--- src/verilog/aqdb_pkg.sv ---
// Shared constants and carrier types of the admin queue and doorbell registers.
// Assumes a 32-bit AXI4-Lite register bus with a 16-bit byte address.
package aqdb_pkg;

  // ****************************************
  // Register map (byte addresses)
  // ****************************************
  localparam int          AXI_ADDR_W   = 16;
  localparam logic [15:0] OFS_SIZES    = 16'h0024;
  localparam logic [15:0] OFS_SQ_LO    = 16'h0028;
  localparam logic [15:0] OFS_SQ_HI    = 16'h002c;
  localparam logic [15:0] OFS_CQ_LO    = 16'h0030;
  localparam logic [15:0] OFS_CQ_HI    = 16'h0034;
  localparam logic [15:0] OFS_CONFIG   = 16'h0040;
  localparam logic [15:0] OFS_IRQ_STAT = 16'h0044;
  localparam logic [15:0] OFS_IRQ_MASK = 16'h0048;
  localparam logic [15:0] OFS_DOORBELL = 16'h1000;

  // ****************************************
  // Field layouts and reset values
  // ****************************************
  localparam int          DEPTH_W      = 12;
  localparam int          CQ_DEPTH_LSB = 16;
  localparam int          SQ_DEPTH_LSB = 0;
  localparam int          BASE_LSB     = 12;
  localparam int          BASE_LO_W    = 20;
  localparam int          BASE_W       = 52;
  localparam int          TAIL_W       = 16;
  localparam int          STRIDE_LSB   = 0;
  localparam int          MPS_LSB      = 4;
  localparam int          ARB_LSB      = 8;
  localparam int          SET_W        = 4;
  localparam int          ARB_W        = 3;
  localparam int          DB_SHIFT     = 2;
  localparam logic [15:0] ADMIN_QID    = 16'h0000;
  localparam logic [10:0] ADMIN_VECTOR = 11'h000;

  // ****************************************
  // Interrupt events
  // ****************************************
  localparam int NUM_EVENTS  = 5;
  localparam int EV_ADMIN_DB = 0;
  localparam int EV_IO_DB    = 1;
  localparam int EV_BAD_DB   = 2;
  localparam int EV_MISALIGN = 3;
  localparam int EV_BAD_SIZE = 4;

  localparam logic [1:0] RESP_OKAY   = 2'b00;
  localparam logic [1:0] RESP_SLVERR = 2'b10;

  typedef enum {ST_IDLE, ST_UPDATE} db_state_e;

  typedef struct packed {
    logic [15:0] depth;
    logic [15:0] tail;
  } queue_entry_s;

  typedef struct packed {
    logic        valid;
    logic [15:0] qid;
    logic [15:0] depth;
  } queue_create_s;

  typedef struct packed {
    logic        valid;
    logic [15:0] qid;
    logic [15:0] count;
    logic [15:0] tail;
  } new_cmds_s;

  typedef struct packed {
    logic [15:0]        qid;
    logic [10:0]        cqVector;
    logic [ARB_W-1:0]   arbSel;
    logic [SET_W-1:0]   pageSize;
    logic [DEPTH_W-1:0] sqDepth;
    logic [DEPTH_W-1:0] cqDepth;
    logic [63:0]        sqBase;
    logic [63:0]        cqBase;
  } admin_queues_s;

endpackage

--- src/verilog/tail_store.sv ---
// Per-queue tail pointer and depth store with a registered read port.
// Assumes one writer and one reader on the same clock.
`timescale 1ns/1ps
module tail_store #(
  parameter int WIDTH = 32,
  parameter int DEPTH = 16
) (
  input  wire logic                     core_clk,
  input  wire logic                     sys_rst,
  input  wire logic                     wrEn,
  input  wire logic [$clog2(DEPTH)-1:0] wrAddr,
  input  wire logic [WIDTH-1:0]         wrData,
  input  wire logic                     rdEn,
  input  wire logic [$clog2(DEPTH)-1:0] rdAddr,
  output logic      [WIDTH-1:0]         rdData
);

  logic [WIDTH-1:0] mem [DEPTH];

  always_ff @(posedge core_clk) begin
    if (wrEn) begin
      mem[wrAddr] <= wrData;
    end
  end

  always_ff @(posedge core_clk or posedge sys_rst) begin
    if (sys_rst) begin
      rdData <= '0;
    end else if (rdEn) begin
      rdData <= mem[rdAddr];
    end
  end

endmodule

--- src/verilog/admin_queue_doorbell_regs.sv ---
// Admin queue attribute and base registers plus submission tail doorbells.
// Assumes an AXI4-Lite master with one write and one read outstanding and a
// queue-creation source that reports I/O queue depths.
//
// Decided for this implementation: register access over AXI4-Lite.
`timescale 1ns/1ps

module admin_queue_doorbell_regs #(
  parameter int NUM_QUEUES = 16
) (
  input  wire logic                    core_clk,
  input  wire logic                    sys_rst,
  input  wire logic [15:0]             s_axi_awaddr,
  input  wire logic                    s_axi_awvalid,
  output logic                         s_axi_awready,
  input  wire logic [31:0]             s_axi_wdata,
  input  wire logic [3:0]              s_axi_wstrb,
  input  wire logic                    s_axi_wvalid,
  output logic                         s_axi_wready,
  output logic [1:0]                   s_axi_bresp,
  output logic                         s_axi_bvalid,
  input  wire logic                    s_axi_bready,
  input  wire logic [15:0]             s_axi_araddr,
  input  wire logic                    s_axi_arvalid,
  output logic                         s_axi_arready,
  output logic [31:0]                  s_axi_rdata,
  output logic [1:0]                   s_axi_rresp,
  output logic                         s_axi_rvalid,
  input  wire logic                    s_axi_rready,
  input  wire aqdb_pkg::queue_create_s createReq,
  output logic                         createReady,
  output aqdb_pkg::admin_queues_s      adminQueues,
  output aqdb_pkg::new_cmds_s          newCmds,
  output logic                         irq
);
  import aqdb_pkg::*;

  localparam int QID_W = $clog2(NUM_QUEUES);

  logic [DEPTH_W-1:0]    cqDepth;
  logic [DEPTH_W-1:0]    sqDepth;
  logic [BASE_W-1:0]     sqBase;
  logic [BASE_W-1:0]     cqBase;
  logic [SET_W-1:0]      strideSet;
  logic [SET_W-1:0]      pageSet;
  logic [ARB_W-1:0]      arbSet;
  logic [NUM_EVENTS-1:0] irqStatus;
  logic [NUM_EVENTS-1:0] irqMask;
  logic [NUM_EVENTS-1:0] events;
  logic [NUM_QUEUES-1:0] created;
  logic [TAIL_W-1:0]     adminTail;
  logic                  awHeld;
  logic                  wHeld;
  logic [15:0]           awAddr;
  logic [31:0]           wData;
  logic [3:0]            wStrb;
  logic                  doWrite;
  logic [15:0]           regAddr;
  logic [32:0]           wrOld;
  logic [31:0]           merged;
  logic [32:0]           rdHit;
  logic [15:0]           dbOff;
  logic [15:0]           dbSlot;
  logic [15:0]           strideMask;
  logic [15:0]           dbQidFull;
  logic [QID_W-1:0]      dbQid;
  logic                  isDbRegion;
  logic                  isSqDb;
  logic                  dbTake;
  logic                  dbKnown;
  logic [BASE_LO_W-1:0]  pageMask;
  db_state_e             state;
  logic                  pendAdmin;
  logic [15:0]           pendQid;
  logic [TAIL_W-1:0]     pendTail;
  queue_entry_s          memQ;
  queue_entry_s          memWrData;
  logic                  memWrEn;
  logic [QID_W-1:0]      memWrAddr;
  logic [TAIL_W-1:0]     oldTail;
  logic [15:0]           depthZ;
  logic                  tailOk;
  logic [16:0]           wrapSum;
  logic [15:0]           count;
  logic                  createTake;

  // ****************************************
  // Register read values
  // ****************************************
  function automatic logic [32:0] regValue(input logic [15:0] addr);
    logic [15:0] a;
    a = {addr[15:2], 2'b00};
    if (a == OFS_SIZES) begin
      regValue = {1'b1, 4'h0, cqDepth, 4'h0, sqDepth};
    end else if (a == OFS_SQ_LO) begin
      regValue = {1'b1, sqBase[BASE_LO_W-1:0], 12'h000};
    end else if (a == OFS_SQ_HI) begin
      regValue = {1'b1, sqBase[BASE_W-1:BASE_LO_W]};
    end else if (a == OFS_CQ_LO) begin
      regValue = {1'b1, cqBase[BASE_LO_W-1:0], 12'h000};
    end else if (a == OFS_CQ_HI) begin
      regValue = {1'b1, cqBase[BASE_W-1:BASE_LO_W]};
    end else if (a == OFS_CONFIG) begin
      regValue = {1'b1, 21'h000000, arbSet, pageSet, strideSet};
    end else if (a == OFS_IRQ_STAT) begin
      regValue = {1'b1, 27'h0000000, irqStatus};
    end else if (a == OFS_IRQ_MASK) begin
      regValue = {1'b1, 27'h0000000, irqMask};
    end else if (a >= OFS_DOORBELL) begin
      regValue = {1'b1, 32'h00000000};
    end else begin
      regValue = {1'b0, 32'h00000000};
    end
  endfunction

  function automatic logic [31:0] mergeLanes(input logic [31:0] old, input logic [31:0] data,
                                             input logic [3:0] strb);
    logic [31:0] mask;
    for (int i = 0; i < 4; i++) begin
      mask[i*8 +: 8] = {8{strb[i]}};
    end
    mergeLanes = (old & ~mask) | (data & mask);
  endfunction

  // ****************************************
  // AXI write channel
  // ****************************************
  assign s_axi_awready = !awHeld;
  assign s_axi_wready  = !wHeld;
  assign doWrite       = awHeld && wHeld && !s_axi_bvalid && (state == ST_IDLE);
  assign regAddr       = {awAddr[15:2], 2'b00};
  assign isDbRegion    = awAddr >= OFS_DOORBELL;

  always_ff @(posedge core_clk or posedge sys_rst) begin
    if (sys_rst) begin
      awHeld <= 1'b0;
      awAddr <= '0;
    end else if (s_axi_awvalid && s_axi_awready) begin
      awHeld <= 1'b1;
      awAddr <= s_axi_awaddr;
    end else if (doWrite) begin
      awHeld <= 1'b0;
    end
  end

  always_ff @(posedge core_clk or posedge sys_rst) begin
    if (sys_rst) begin
      wHeld <= 1'b0;
      wData <= '0;
      wStrb <= '0;
    end else if (s_axi_wvalid && s_axi_wready) begin
      wHeld <= 1'b1;
      wData <= s_axi_wdata;
      wStrb <= s_axi_wstrb;
    end else if (doWrite) begin
      wHeld <= 1'b0;
    end
  end

  always_ff @(posedge core_clk or posedge sys_rst) begin
    if (sys_rst) begin
      s_axi_bvalid <= 1'b0;
      s_axi_bresp  <= RESP_OKAY;
    end else if (doWrite) begin
      s_axi_bvalid <= 1'b1;
      s_axi_bresp  <= wrOld[32] ? RESP_OKAY : RESP_SLVERR;
    end else if (s_axi_bready) begin
      s_axi_bvalid <= 1'b0;
    end
  end

  always_comb begin
    wrOld    = regValue(awAddr);
    rdHit    = regValue(s_axi_araddr);
    merged   = mergeLanes(wrOld[31:0], wData, wStrb);
    pageMask = BASE_LO_W'((20'h00001 << pageSet) - 20'h00001);
  end

  // ****************************************
  // Admin queue registers
  // ****************************************
  always_ff @(posedge core_clk or posedge sys_rst) begin
    if (sys_rst) begin
      cqDepth <= '0;
      sqDepth <= '0;
    end else if (doWrite && regAddr == OFS_SIZES) begin
      cqDepth <= merged[CQ_DEPTH_LSB +: DEPTH_W];
      sqDepth <= merged[SQ_DEPTH_LSB +: DEPTH_W];
    end
  end

  always_ff @(posedge core_clk or posedge sys_rst) begin
    if (sys_rst) begin
      sqBase <= '0;
      cqBase <= '0;
    end else if (doWrite) begin
      if (regAddr == OFS_SQ_LO) begin
        sqBase[BASE_LO_W-1:0] <= merged[31:BASE_LSB];
      end else if (regAddr == OFS_SQ_HI) begin
        sqBase[BASE_W-1:BASE_LO_W] <= merged;
      end else if (regAddr == OFS_CQ_LO) begin
        cqBase[BASE_LO_W-1:0] <= merged[31:BASE_LSB];
      end else if (regAddr == OFS_CQ_HI) begin
        cqBase[BASE_W-1:BASE_LO_W] <= merged;
      end
    end
  end

  always_ff @(posedge core_clk or posedge sys_rst) begin
    if (sys_rst) begin
      strideSet <= '0;
      pageSet   <= '0;
      arbSet    <= '0;
      irqMask   <= '0;
    end else if (doWrite && regAddr == OFS_CONFIG) begin
      strideSet <= merged[STRIDE_LSB +: SET_W];
      pageSet   <= merged[MPS_LSB +: SET_W];
      arbSet    <= merged[ARB_LSB +: ARB_W];
    end else if (doWrite && regAddr == OFS_IRQ_MASK) begin
      irqMask <= merged[NUM_EVENTS-1:0];
    end
  end

  // the admin fetch and post addresses are only these two bases
  assign adminQueues = '{qid:      ADMIN_QID,
                         cqVector: ADMIN_VECTOR,
                         arbSel:   arbSet,
                         pageSize: pageSet,
                         sqDepth:  sqDepth,
                         cqDepth:  cqDepth,
                         sqBase:   {sqBase, 12'h000},
                         cqBase:   {cqBase, 12'h000}};

  // ****************************************
  // Doorbell decode
  // ****************************************
  always_comb begin
    dbOff      = awAddr - OFS_DOORBELL;
    strideMask = (16'h0004 << strideSet) - 16'h0001;
    dbSlot     = dbOff >> (DB_SHIFT + int'(strideSet));
    dbQidFull  = {1'b0, dbSlot[15:1]};
    dbQid      = dbQidFull[QID_W-1:0];
    isSqDb     = isDbRegion && ((dbOff & strideMask) == 16'h0000) && !dbSlot[0];
    dbTake     = doWrite && isSqDb && (wStrb[1:0] == 2'b11);
    dbKnown    = (dbQidFull == ADMIN_QID) ||
                 ((dbQidFull < 16'(NUM_QUEUES)) && created[dbQid]);
  end

  // ****************************************
  // Tail update and new command count
  // ****************************************
  always_comb begin
    oldTail = pendAdmin ? adminTail : memQ.tail;
    depthZ  = pendAdmin ? 16'(sqDepth) : memQ.depth;
    tailOk  = pendTail <= depthZ;
    wrapSum = 17'(pendTail) + 17'(depthZ) + 17'h00001 - 17'(oldTail);
    count   = (pendTail >= oldTail) ? (pendTail - oldTail) : wrapSum[15:0];
  end

  always_ff @(posedge core_clk or posedge sys_rst) begin
    if (sys_rst) begin
      state     <= ST_IDLE;
      pendAdmin <= 1'b0;
      pendQid   <= '0;
      pendTail  <= '0;
    end else begin
      case (state)
        ST_IDLE: begin
          if (dbTake && dbKnown) begin
            state     <= ST_UPDATE;
            pendAdmin <= dbQidFull == ADMIN_QID;
            pendQid   <= dbQidFull;
            pendTail  <= wData[TAIL_W-1:0];
          end
        end
        ST_UPDATE: begin
          state <= ST_IDLE;
        end
        default: begin
          state <= ST_IDLE;
        end
      endcase
    end
  end

  always_ff @(posedge core_clk or posedge sys_rst) begin
    if (sys_rst) begin
      adminTail <= '0;
    end else if (state == ST_UPDATE && tailOk && pendAdmin) begin
      adminTail <= pendTail;
    end
  end

  always_ff @(posedge core_clk or posedge sys_rst) begin
    if (sys_rst) begin
      newCmds <= '0;
    end else begin
      newCmds.valid <= (state == ST_UPDATE) && tailOk;
      if (state == ST_UPDATE) begin
        newCmds.qid   <= pendQid;
        newCmds.count <= count;
        newCmds.tail  <= pendTail;
      end
    end
  end

  // ****************************************
  // I/O queue creation and tail store
  // ****************************************
  assign createReady = state != ST_UPDATE;
  assign createTake  = createReq.valid && createReady && (createReq.qid != ADMIN_QID) &&
                       (createReq.qid < 16'(NUM_QUEUES));

  always_ff @(posedge core_clk or posedge sys_rst) begin
    if (sys_rst) begin
      created <= '0;
    end else if (createTake) begin
      created[createReq.qid[QID_W-1:0]] <= 1'b1;
    end
  end

  always_comb begin
    memWrEn   = createTake;
    memWrAddr = createReq.qid[QID_W-1:0];
    memWrData = '{depth: createReq.depth, tail: 16'h0000};
    if (state == ST_UPDATE) begin
      memWrEn   = tailOk && !pendAdmin;
      memWrAddr = pendQid[QID_W-1:0];
      memWrData = '{depth: memQ.depth, tail: pendTail};
    end
  end

  tail_store #(
    .WIDTH ($bits(queue_entry_s)),
    .DEPTH (NUM_QUEUES)
  ) tailStore (
    .core_clk (core_clk),
    .sys_rst  (sys_rst),
    .wrEn     (memWrEn),
    .wrAddr   (memWrAddr),
    .wrData   (memWrData),
    .rdEn     (doWrite),
    .rdAddr   (dbQid),
    .rdData   (memQ)
  );

  // ****************************************
  // Interrupt status and mask
  // ****************************************
  always_comb begin
    events              = '0;
    events[EV_ADMIN_DB] = (state == ST_UPDATE) && tailOk && pendAdmin;
    events[EV_IO_DB]    = (state == ST_UPDATE) && tailOk && !pendAdmin;
    events[EV_BAD_DB]   = (dbTake && !dbKnown) || ((state == ST_UPDATE) && !tailOk);
    events[EV_MISALIGN] = doWrite && ((regAddr == OFS_SQ_LO) || (regAddr == OFS_CQ_LO)) &&
                          ((merged[31:BASE_LSB] & pageMask) != '0);
    events[EV_BAD_SIZE] = doWrite && (regAddr == OFS_SIZES) &&
                          ((merged[CQ_DEPTH_LSB +: DEPTH_W] == '0) ||
                           (merged[SQ_DEPTH_LSB +: DEPTH_W] == '0));
  end

  always_ff @(posedge core_clk or posedge sys_rst) begin
    if (sys_rst) begin
      irqStatus <= '0;
    end else if (doWrite && regAddr == OFS_IRQ_STAT) begin
      irqStatus <= (irqStatus & ~NUM_EVENTS'(mergeLanes(32'h00000000, wData, wStrb))) | events;
    end else begin
      irqStatus <= irqStatus | events;
    end
  end

  assign irq = |(irqStatus & irqMask);

  // ****************************************
  // AXI read channel
  // ****************************************
  assign s_axi_arready = !s_axi_rvalid;

  always_ff @(posedge core_clk or posedge sys_rst) begin
    if (sys_rst) begin
      s_axi_rvalid <= 1'b0;
      s_axi_rdata  <= '0;
      s_axi_rresp  <= RESP_OKAY;
    end else if (s_axi_arvalid && s_axi_arready) begin
      s_axi_rvalid <= 1'b1;
      s_axi_rdata  <= rdHit[31:0];
      s_axi_rresp  <= rdHit[32] ? RESP_OKAY : RESP_SLVERR;
    end else if (s_axi_rready) begin
      s_axi_rvalid <= 1'b0;
    end
  end

endmodule

--- config.mk ---
export PLATFORM = sky130hd
export DESIGN_NAME = admin_queue_doorbell_regs
export DESIGN_NICKNAME = d
export VERILOG_FILES = /design/src/verilog/aqdb_pkg.sv /design/src/verilog/tail_store.sv /design/src/verilog/admin_queue_doorbell_regs.sv
export SDC_FILE = /design/constraint.sdc
export NUM_CORES = 2
export LEC_CHECK = 0
export ABC_CLOCK_PERIOD_IN_PS = 21300
export BUFFER_PORTS_ARGS = -buffer_cell sky130_fd_sc_hd__buf_2
export CORE_UTILIZATION = 45
export DETAILED_ROUTE_END_ITERATION = 12
export HOLD_SLACK_MARGIN = 0.06
export REMOVE_ABC_BUFFERS = 1
export SLEW_MARGIN = 20
export SYNTH_ARGS = -nofsm -noshare
export SYNTH_HDL_FRONTEND = slang
export SYNTH_SLANG_ARGS = --single-unit
--- constraint.sdc ---
create_clock -name core_clk -period 21.3 [get_ports core_clk]
set_input_delay 1.065 -clock core_clk [delete_from_list [all_inputs] [get_ports core_clk]]
set_output_delay 1.065 -clock core_clk [all_outputs]
set_load 0.01 [all_outputs]
* Word level (Yosys, flattened, before mapping) *
Memories as Yosys holds them, arrays and structs flattened. A register that Yosys moved wholly into a read port is not among the register bits.
Cells that the tools add are included.

operators by class
  bitwise gates (word level) = 16
  equal/unequal tests = 20
  div/mod/pow operators = 0
  reduce and logical (&&, ||, !) cells = 61
  muxes and demuxes = 42
  $mul = 0
  $add $sub $neg = 8
  shift-type cells = 3
  magnitude comparators = 10

operators with widths
  operator                                                                                number
  33-bit 2-to-1 mux                                                                       18
  14-bit by 4-bit == test with 1-bit output (second input constant)                       10
  32-bit 2-to-1 mux                                                                       3
  14-bit by 5-bit == test with 1-bit output (second input constant)                       6
  32-bit AND                                                                              2
  32-bit zero test                                                                        2
  16-bit by 13-bit greater-or-equal comparator with 1-bit output (second input constant)  3
  16-bit 2-to-1 mux                                                                       3
  32-bit by 2-bit == test with 1-bit output (second input constant)                       1
  16-bit zero test                                                                        2
  32-bit by 2-bit != test with 1-bit output (second input constant)                       1
  32-bit inverter                                                                         1
  32-bit OR                                                                               1
  16-bit subtractor                                                                       2
  1-bit logical AND                                                                       29
  12-bit zero test                                                                        2
  20-bit AND                                                                              1
  20-bit nonzero test                                                                     1
  1-bit by 4-bit << shifter with 20-bit output (first input constant)                     1
  20-bit by 1-bit subtractor with 20-bit output (second input constant)                   1
  16-bit by 1-bit adder with 16-bit output (second input constant)                        1
  16-bit adder                                                                            1
  16-bit AND                                                                              1
  16-bit greater-or-equal comparator                                                      1
  other kinds (33)                                                                        66

word-level totals
  memories = 1
  register bits = 385
  latch bits = 0
  memory bits (writable) = 512
  memory bits (read-only) = 0
  input port bits = 108
  logic and storage cells = 192

memories
  memory         words  bits a word  read ports  clocked after Yosys merged registers in  wr ports  line              text
  tailStore.mem  16     32           1           1                                        1         tail_store.sv:18  logic [WIDTH-1:0] mem [DEPTH];

* Longest topological paths before layout *
  depth in word-level cells = 17
  depth in mapped cells = 16
  gate-level depth less buffers = 14

* Modules after synthesis *
Synthesis repeated with hierarchy kept, for this count alone.

unflattened totals
  cell total of the unflattened synthesis = 2978
  area total of the unflattened synthesis = 40591.4 um^2

modules (own cells, without submodules)
  module                     instances  cells each  seq. area each (um^2)  area each (um^2)
  tail_store                 1          877         16175.5                20724.9
  admin_queue_doorbell_regs  1          2101        8708.4                 19866.6

* Worst setup path before layout *
Ideal clock, no wire load.

  kind = flip-flop to flip-flop
  start = register pendAdmin
  end = memory tailStore.mem[12][0] (enable)
  stages on the path, launching flop included = 15
  arrival = 5374 ps
  buffers on the path = 3
  slack = 15465 ps
  clock period less this slack = 5835 ps
  cells stage by stage = dfrtp_1 > buf_1 > clkbuf_1 > mux2i_1 > ha_1 > a21o_1 > a21o_1 > a21oi_1 > o21ai_0 > o21ai_0 > a21oi_1 > nor2_1 > a21boi_1 > clkbuf_1 > nor3_1

between the ends
  longest elaborated chain between the ends = 6

RTL lines
  what                                        line                              text
  start, declared                             admin_queue_doorbell_regs.sv:73   logic pendAdmin;
  start signal, assigned                      admin_queue_doorbell_regs.sv:263  pendAdmin <= 1'b0;
  start signal, assigned                      admin_queue_doorbell_regs.sv:271  pendAdmin <= dbQidFull == ADMIN_QID;
  16-bit 2-to-1 mux                           admin_queue_doorbell_regs.sv:254  depthZ = pendAdmin ? 16'(sqDepth) : memQ.depth;
  16-bit less-or-equal comparator             admin_queue_doorbell_regs.sv:255  tailOk = pendTail <= depthZ;
  1-bit logical AND (*)                       admin_queue_doorbell_regs.sv:327  memWrEn = tailOk && !pendAdmin;
  1-bit 2-to-1 mux (*)                        admin_queue_doorbell_regs.sv:326  if (state == ST_UPDATE) begin
  1-bit 2-to-1 mux (*)                        tail_store.sv:21                  if (wrEn) begin
  1-bit 2-to-1 mux (not written as such) (*)  tail_store.sv:22                  mem[wrAddr] <= wrData;
  end, declared                               tail_store.sv:18

Mark *: on every way between the ends. The rest lies on a longest branch, timed or not.

* Final worst setup path *
  start = register pendAdmin
  end = memory tailStore.mem[11][9] (enable)

The elaborated chain is that of the path after synthesis.

==> flow_summary.json <==
{
  "rsz0062_at_grt": "no",
  "num_vias": 30744,
  "drtAntennaViolNets": 0,
  "grt_pass1_vias": 28751,
  "critPathMaxStageDelay_ns": 1.06,
  "critPathRequiredTime_ns": 21.58,
  "grt.overflow.total": 0,
  "cts_buffers": 96,
  "reg2reg_depth": 13,
  "drcViolationCount": 0,
  "p_leak_nw": 20.1,
  "path_max_fanout": 32,
  "worstMarginPinSlew_ns": 1.14,
  "die_h_um": 305,
  "portBuffers": 327,
  "io_pins": 386,
  "holdCritStartpoint": "created[10]",
  "cp_num_buf_inv": 2,
  "grt_first_pass_wirelength_mm": 188,
  "period_needed_ns": 5.36,
  "synth_seq_cells": 891,
  "h-tree-depth": 3,
  "min_path_type": "flip-flop to flip-flop",
  "hold_viol": 0,
  "grt_max_degree": 186,
  "fin_ws_ns": 15.94,
  "peakVddDrop_v": 0.000116,
  "cts_sinks": 891,
  "ys_warn_count": 0,
  "cp_slowest_cell": "dfrtp_2",
  "start_util_pct": 45.6,
  "critical-path-top-delay-family": "compound AO/OA/AOI/OAI gates",
  "fin_skew_ns": 0.0410,
  "place_ws_ns": 16.09,
  "postCtsSetupRepairBufs": 0,
  "design.core.area_mm2": 0.0904,
  "synthArstFlopShare_pct": 42.5,
  "status": "completed",
  "routed_wl_mm": 126,
  "wl_per_cell_um": 24.0,
  "layout_commonest_cell": "nand2_1",
  "critPathCaptureType": "flip-flop",
  "first_iter_violations": 2958,
  "netlist_area_mm2": 0.0412,
  "clk_pin_slew_worst_paths_ns": 0.06,
  "power_density_mw_per_mm2": 117,
  "drv_cap": 0,
  "cts_tree": "built",
  "hold_buffers": 0,
  "fmax_mhz": 187,
  "synth_edf_count": 512,
  "die-width_um": 305,
  "postLayoutCellArea_mm2": 0.0473,
  "slew_viol_final": 0,
  "min_to": "created[10]",
  "timing.final.crit_share_pct": 25.1,
  "cts-root-buf": "clkbuf_16",
  "ys.flop_type": "edfxtp_1",
  "firstDrtPassIters": 6,
  "crit_type": "flip-flop to flip-flop",
  "final-setup-viol-count": 0,
  "hold_depth": 2,
  "insertion_delay_ns": 0.68,
  "r2r_slack_ns": 15.94,
  "grt_util_all_layers_pct": 26.8,
  "cts.path.max_buffers": 3,
  "r2r-start": "pendAdmin",
  "via_per_inst": 5.85,
  "final_nets": 4168,
  "final_cell_mix": "nand2_1, edfxtp_1, nand3_1",
  "syn_to_final_growth_pct": 14.8,
  "finalSetupTns_ns": 0,
  "synth.distinct_cells": 96,
  "cp.arrival_ns": 5.64,
  "rows": 110,
  "crit_chain": "inv_1 -> nand2_1 -> ha_1 -> a21o_1 -> a21o_1 -> a21oi_1 -> o21ai_0 -> o21ai_0 -> a21oi_1 -> nor2_1 -> a21boi_2 -> nor3_2 -> buf_4",
  "hpwl_mm": 75.8,
  "antenna_found_initial": 8,
  "worstReg2RegEnd": "tailStore.mem[11][9]",
  "syn_inst": 3740,
  "die_area_mm2": 0.0928,
  "worst_setup_path_start_kind": "flip-flop",
  "placed_cell_area_mm2": 0.0439,
  "synth_area_per_cell_um2": 11.0,
  "layout-drive-gt1-share_pct": 18.4,
  "cts_resized": 0,
  "max_slew_margin_pct": 23.6,
  "gp_congestion": 0.913,
  "ys_seq_area_share_pct": 60.3
}
-- metrics by stage --
| stage | total power (W) | hold slack, ns | util (%) | cells |
|---|---|---|---|---|
| floorplan | 0.00325 | 0.412 | - | 3505 |
| CTS | 0.00554 | 0.449 | 52.3 | 5249 |
| detailed placement | 0.00376 | 0.435 | 48.5 | 5069 |
| finish | 0.00554 | 0.443 | 52.3 | 5255 |
| global placement | 0.00374 | 0.426 | 48.5 | 5069 |
| global route | 0.00580 | 0.468 | 52.3 | 5254 |
-- per-layer routing --
layer / vias up / wire, um / part of all wire, % / GRT usage, %
met4: 0 / 3390 / 2.7 / 8.08
met3: 193 / 9410 / 7.5 / 4.24
met1: 15407 / 56000 / 44 / 39.4
met5: - / 0 / 0 / 0
met2: 1242 / 57500 / 46 / 40.8
li1: 13902 / - / - / -
-- state kept, by name, indices dropped and copies added (netlist names), 13 cells and up --
signal	count
pendQid	13
tailStore.rdData	32
s_axi_rdata	32
awAddr	16
wData	32
sqBase	52
tailStore.mem	512
pendTail	16
created	15
cqBase	52
newCmds	46
adminTail	16
-- kinds of logic (layout without fill, tap and decap cells) --
| logic type | count (synthesis) | in the layout | share of synthesized area, % |
|---|---|---|---|
| adder cells (fa/ha/maj) | 68 | 68 | 2.36 |
| buffers and inverters | 400 | 679 | 4.30 |
| XOR/XNOR | 27 | 27 | 0.574 |
| flip-flops | 891 | 891 | 60.3 |
| AND/OR/NAND/NOR | 1458 | 1458 | 15.7 |
| multiplexers | 210 | 210 | 5.84 |
| AO/OA/AOI/OAI | 685 | 685 | 10.9 |
| other | 1 | 61 | 0.00910 |
-- worst max path at each step --
stage / startpoint / slack [ns] / endpoint / cells past startpoint
4_1_cts: pendAdmin / 16.02 / tailStore.mem[2][9] / 13
3_3_place_gp: pendAdmin / 16.02 / tailStore.mem[1][5] / 13
6_report: pendAdmin / 15.94 / tailStore.mem[11][9] / 13
2_1_floorplan: sys_rst / 9.71 / adminTail[0] / 1
5_1_grt: pendAdmin / 15.72 / tailStore.mem[0][5] / 13
3_5_place_dp: pendAdmin / 16.09 / tailStore.mem[1][5] / 13
-- power breakdown --
group,switching [W],total (W),internal [W]
clock network,0.000705,0.00178,0.00108
registers,0.000139,0.00205,0.00191
logic,0.00114,0.00171,0.000563
total,0.00199,0.00554,0.00355
-- worst reg2reg max path: cells and delay by family (launching register included) --
family,cells,cell delay (ns)
AOI/OAI and AO/OA,7,1.41
buffers and inverters,2,1.21
DFF,1,1.06
and+or+nand+nor,3,0.97
adders and majority gates,1,0.27
-- cell type report --
type	count	area [um2]
Sequential cell	891	24900
Inverter	110	420
Antenna cell	5	12.5
Clock inverter	48	642
Fill cell	7894	43100
Clock buffer	132	2760
Timing Repair Buffer	389	2150
Tap cell	1176	1470
Multi-Input combinational cell	2504	15000
-- cell usage after synthesis, types with 17 or more instances --
master    number  area share (%)
a211o_1       33            0.70
a21o_1        41            0.75
a21oi_1      143             1.7
a221oi_1      28            0.60
a222oi_1      22            0.53
a22o_1        36            0.77
a22oi_1       17            0.31
buf_1         19            0.17
buf_4         57             1.0
clkbuf_1     195             1.8
dfrtp_1      379              23
edfxtp_1     512              37
ha_1          52             1.6
inv_1        105            0.96
mux2_2       110             3.0
mux2_4        18            0.66
mux2i_1       76             1.8
nand2_1      771             7.0
nand3_1      411             5.0
nor2_1       101            0.92
nor2b_1       29            0.44
nor3_1        40            0.49
o21ai_0      233             2.8
xnor2_1       22            0.47
No activity file was read; power rests on OpenSTA's default activity.
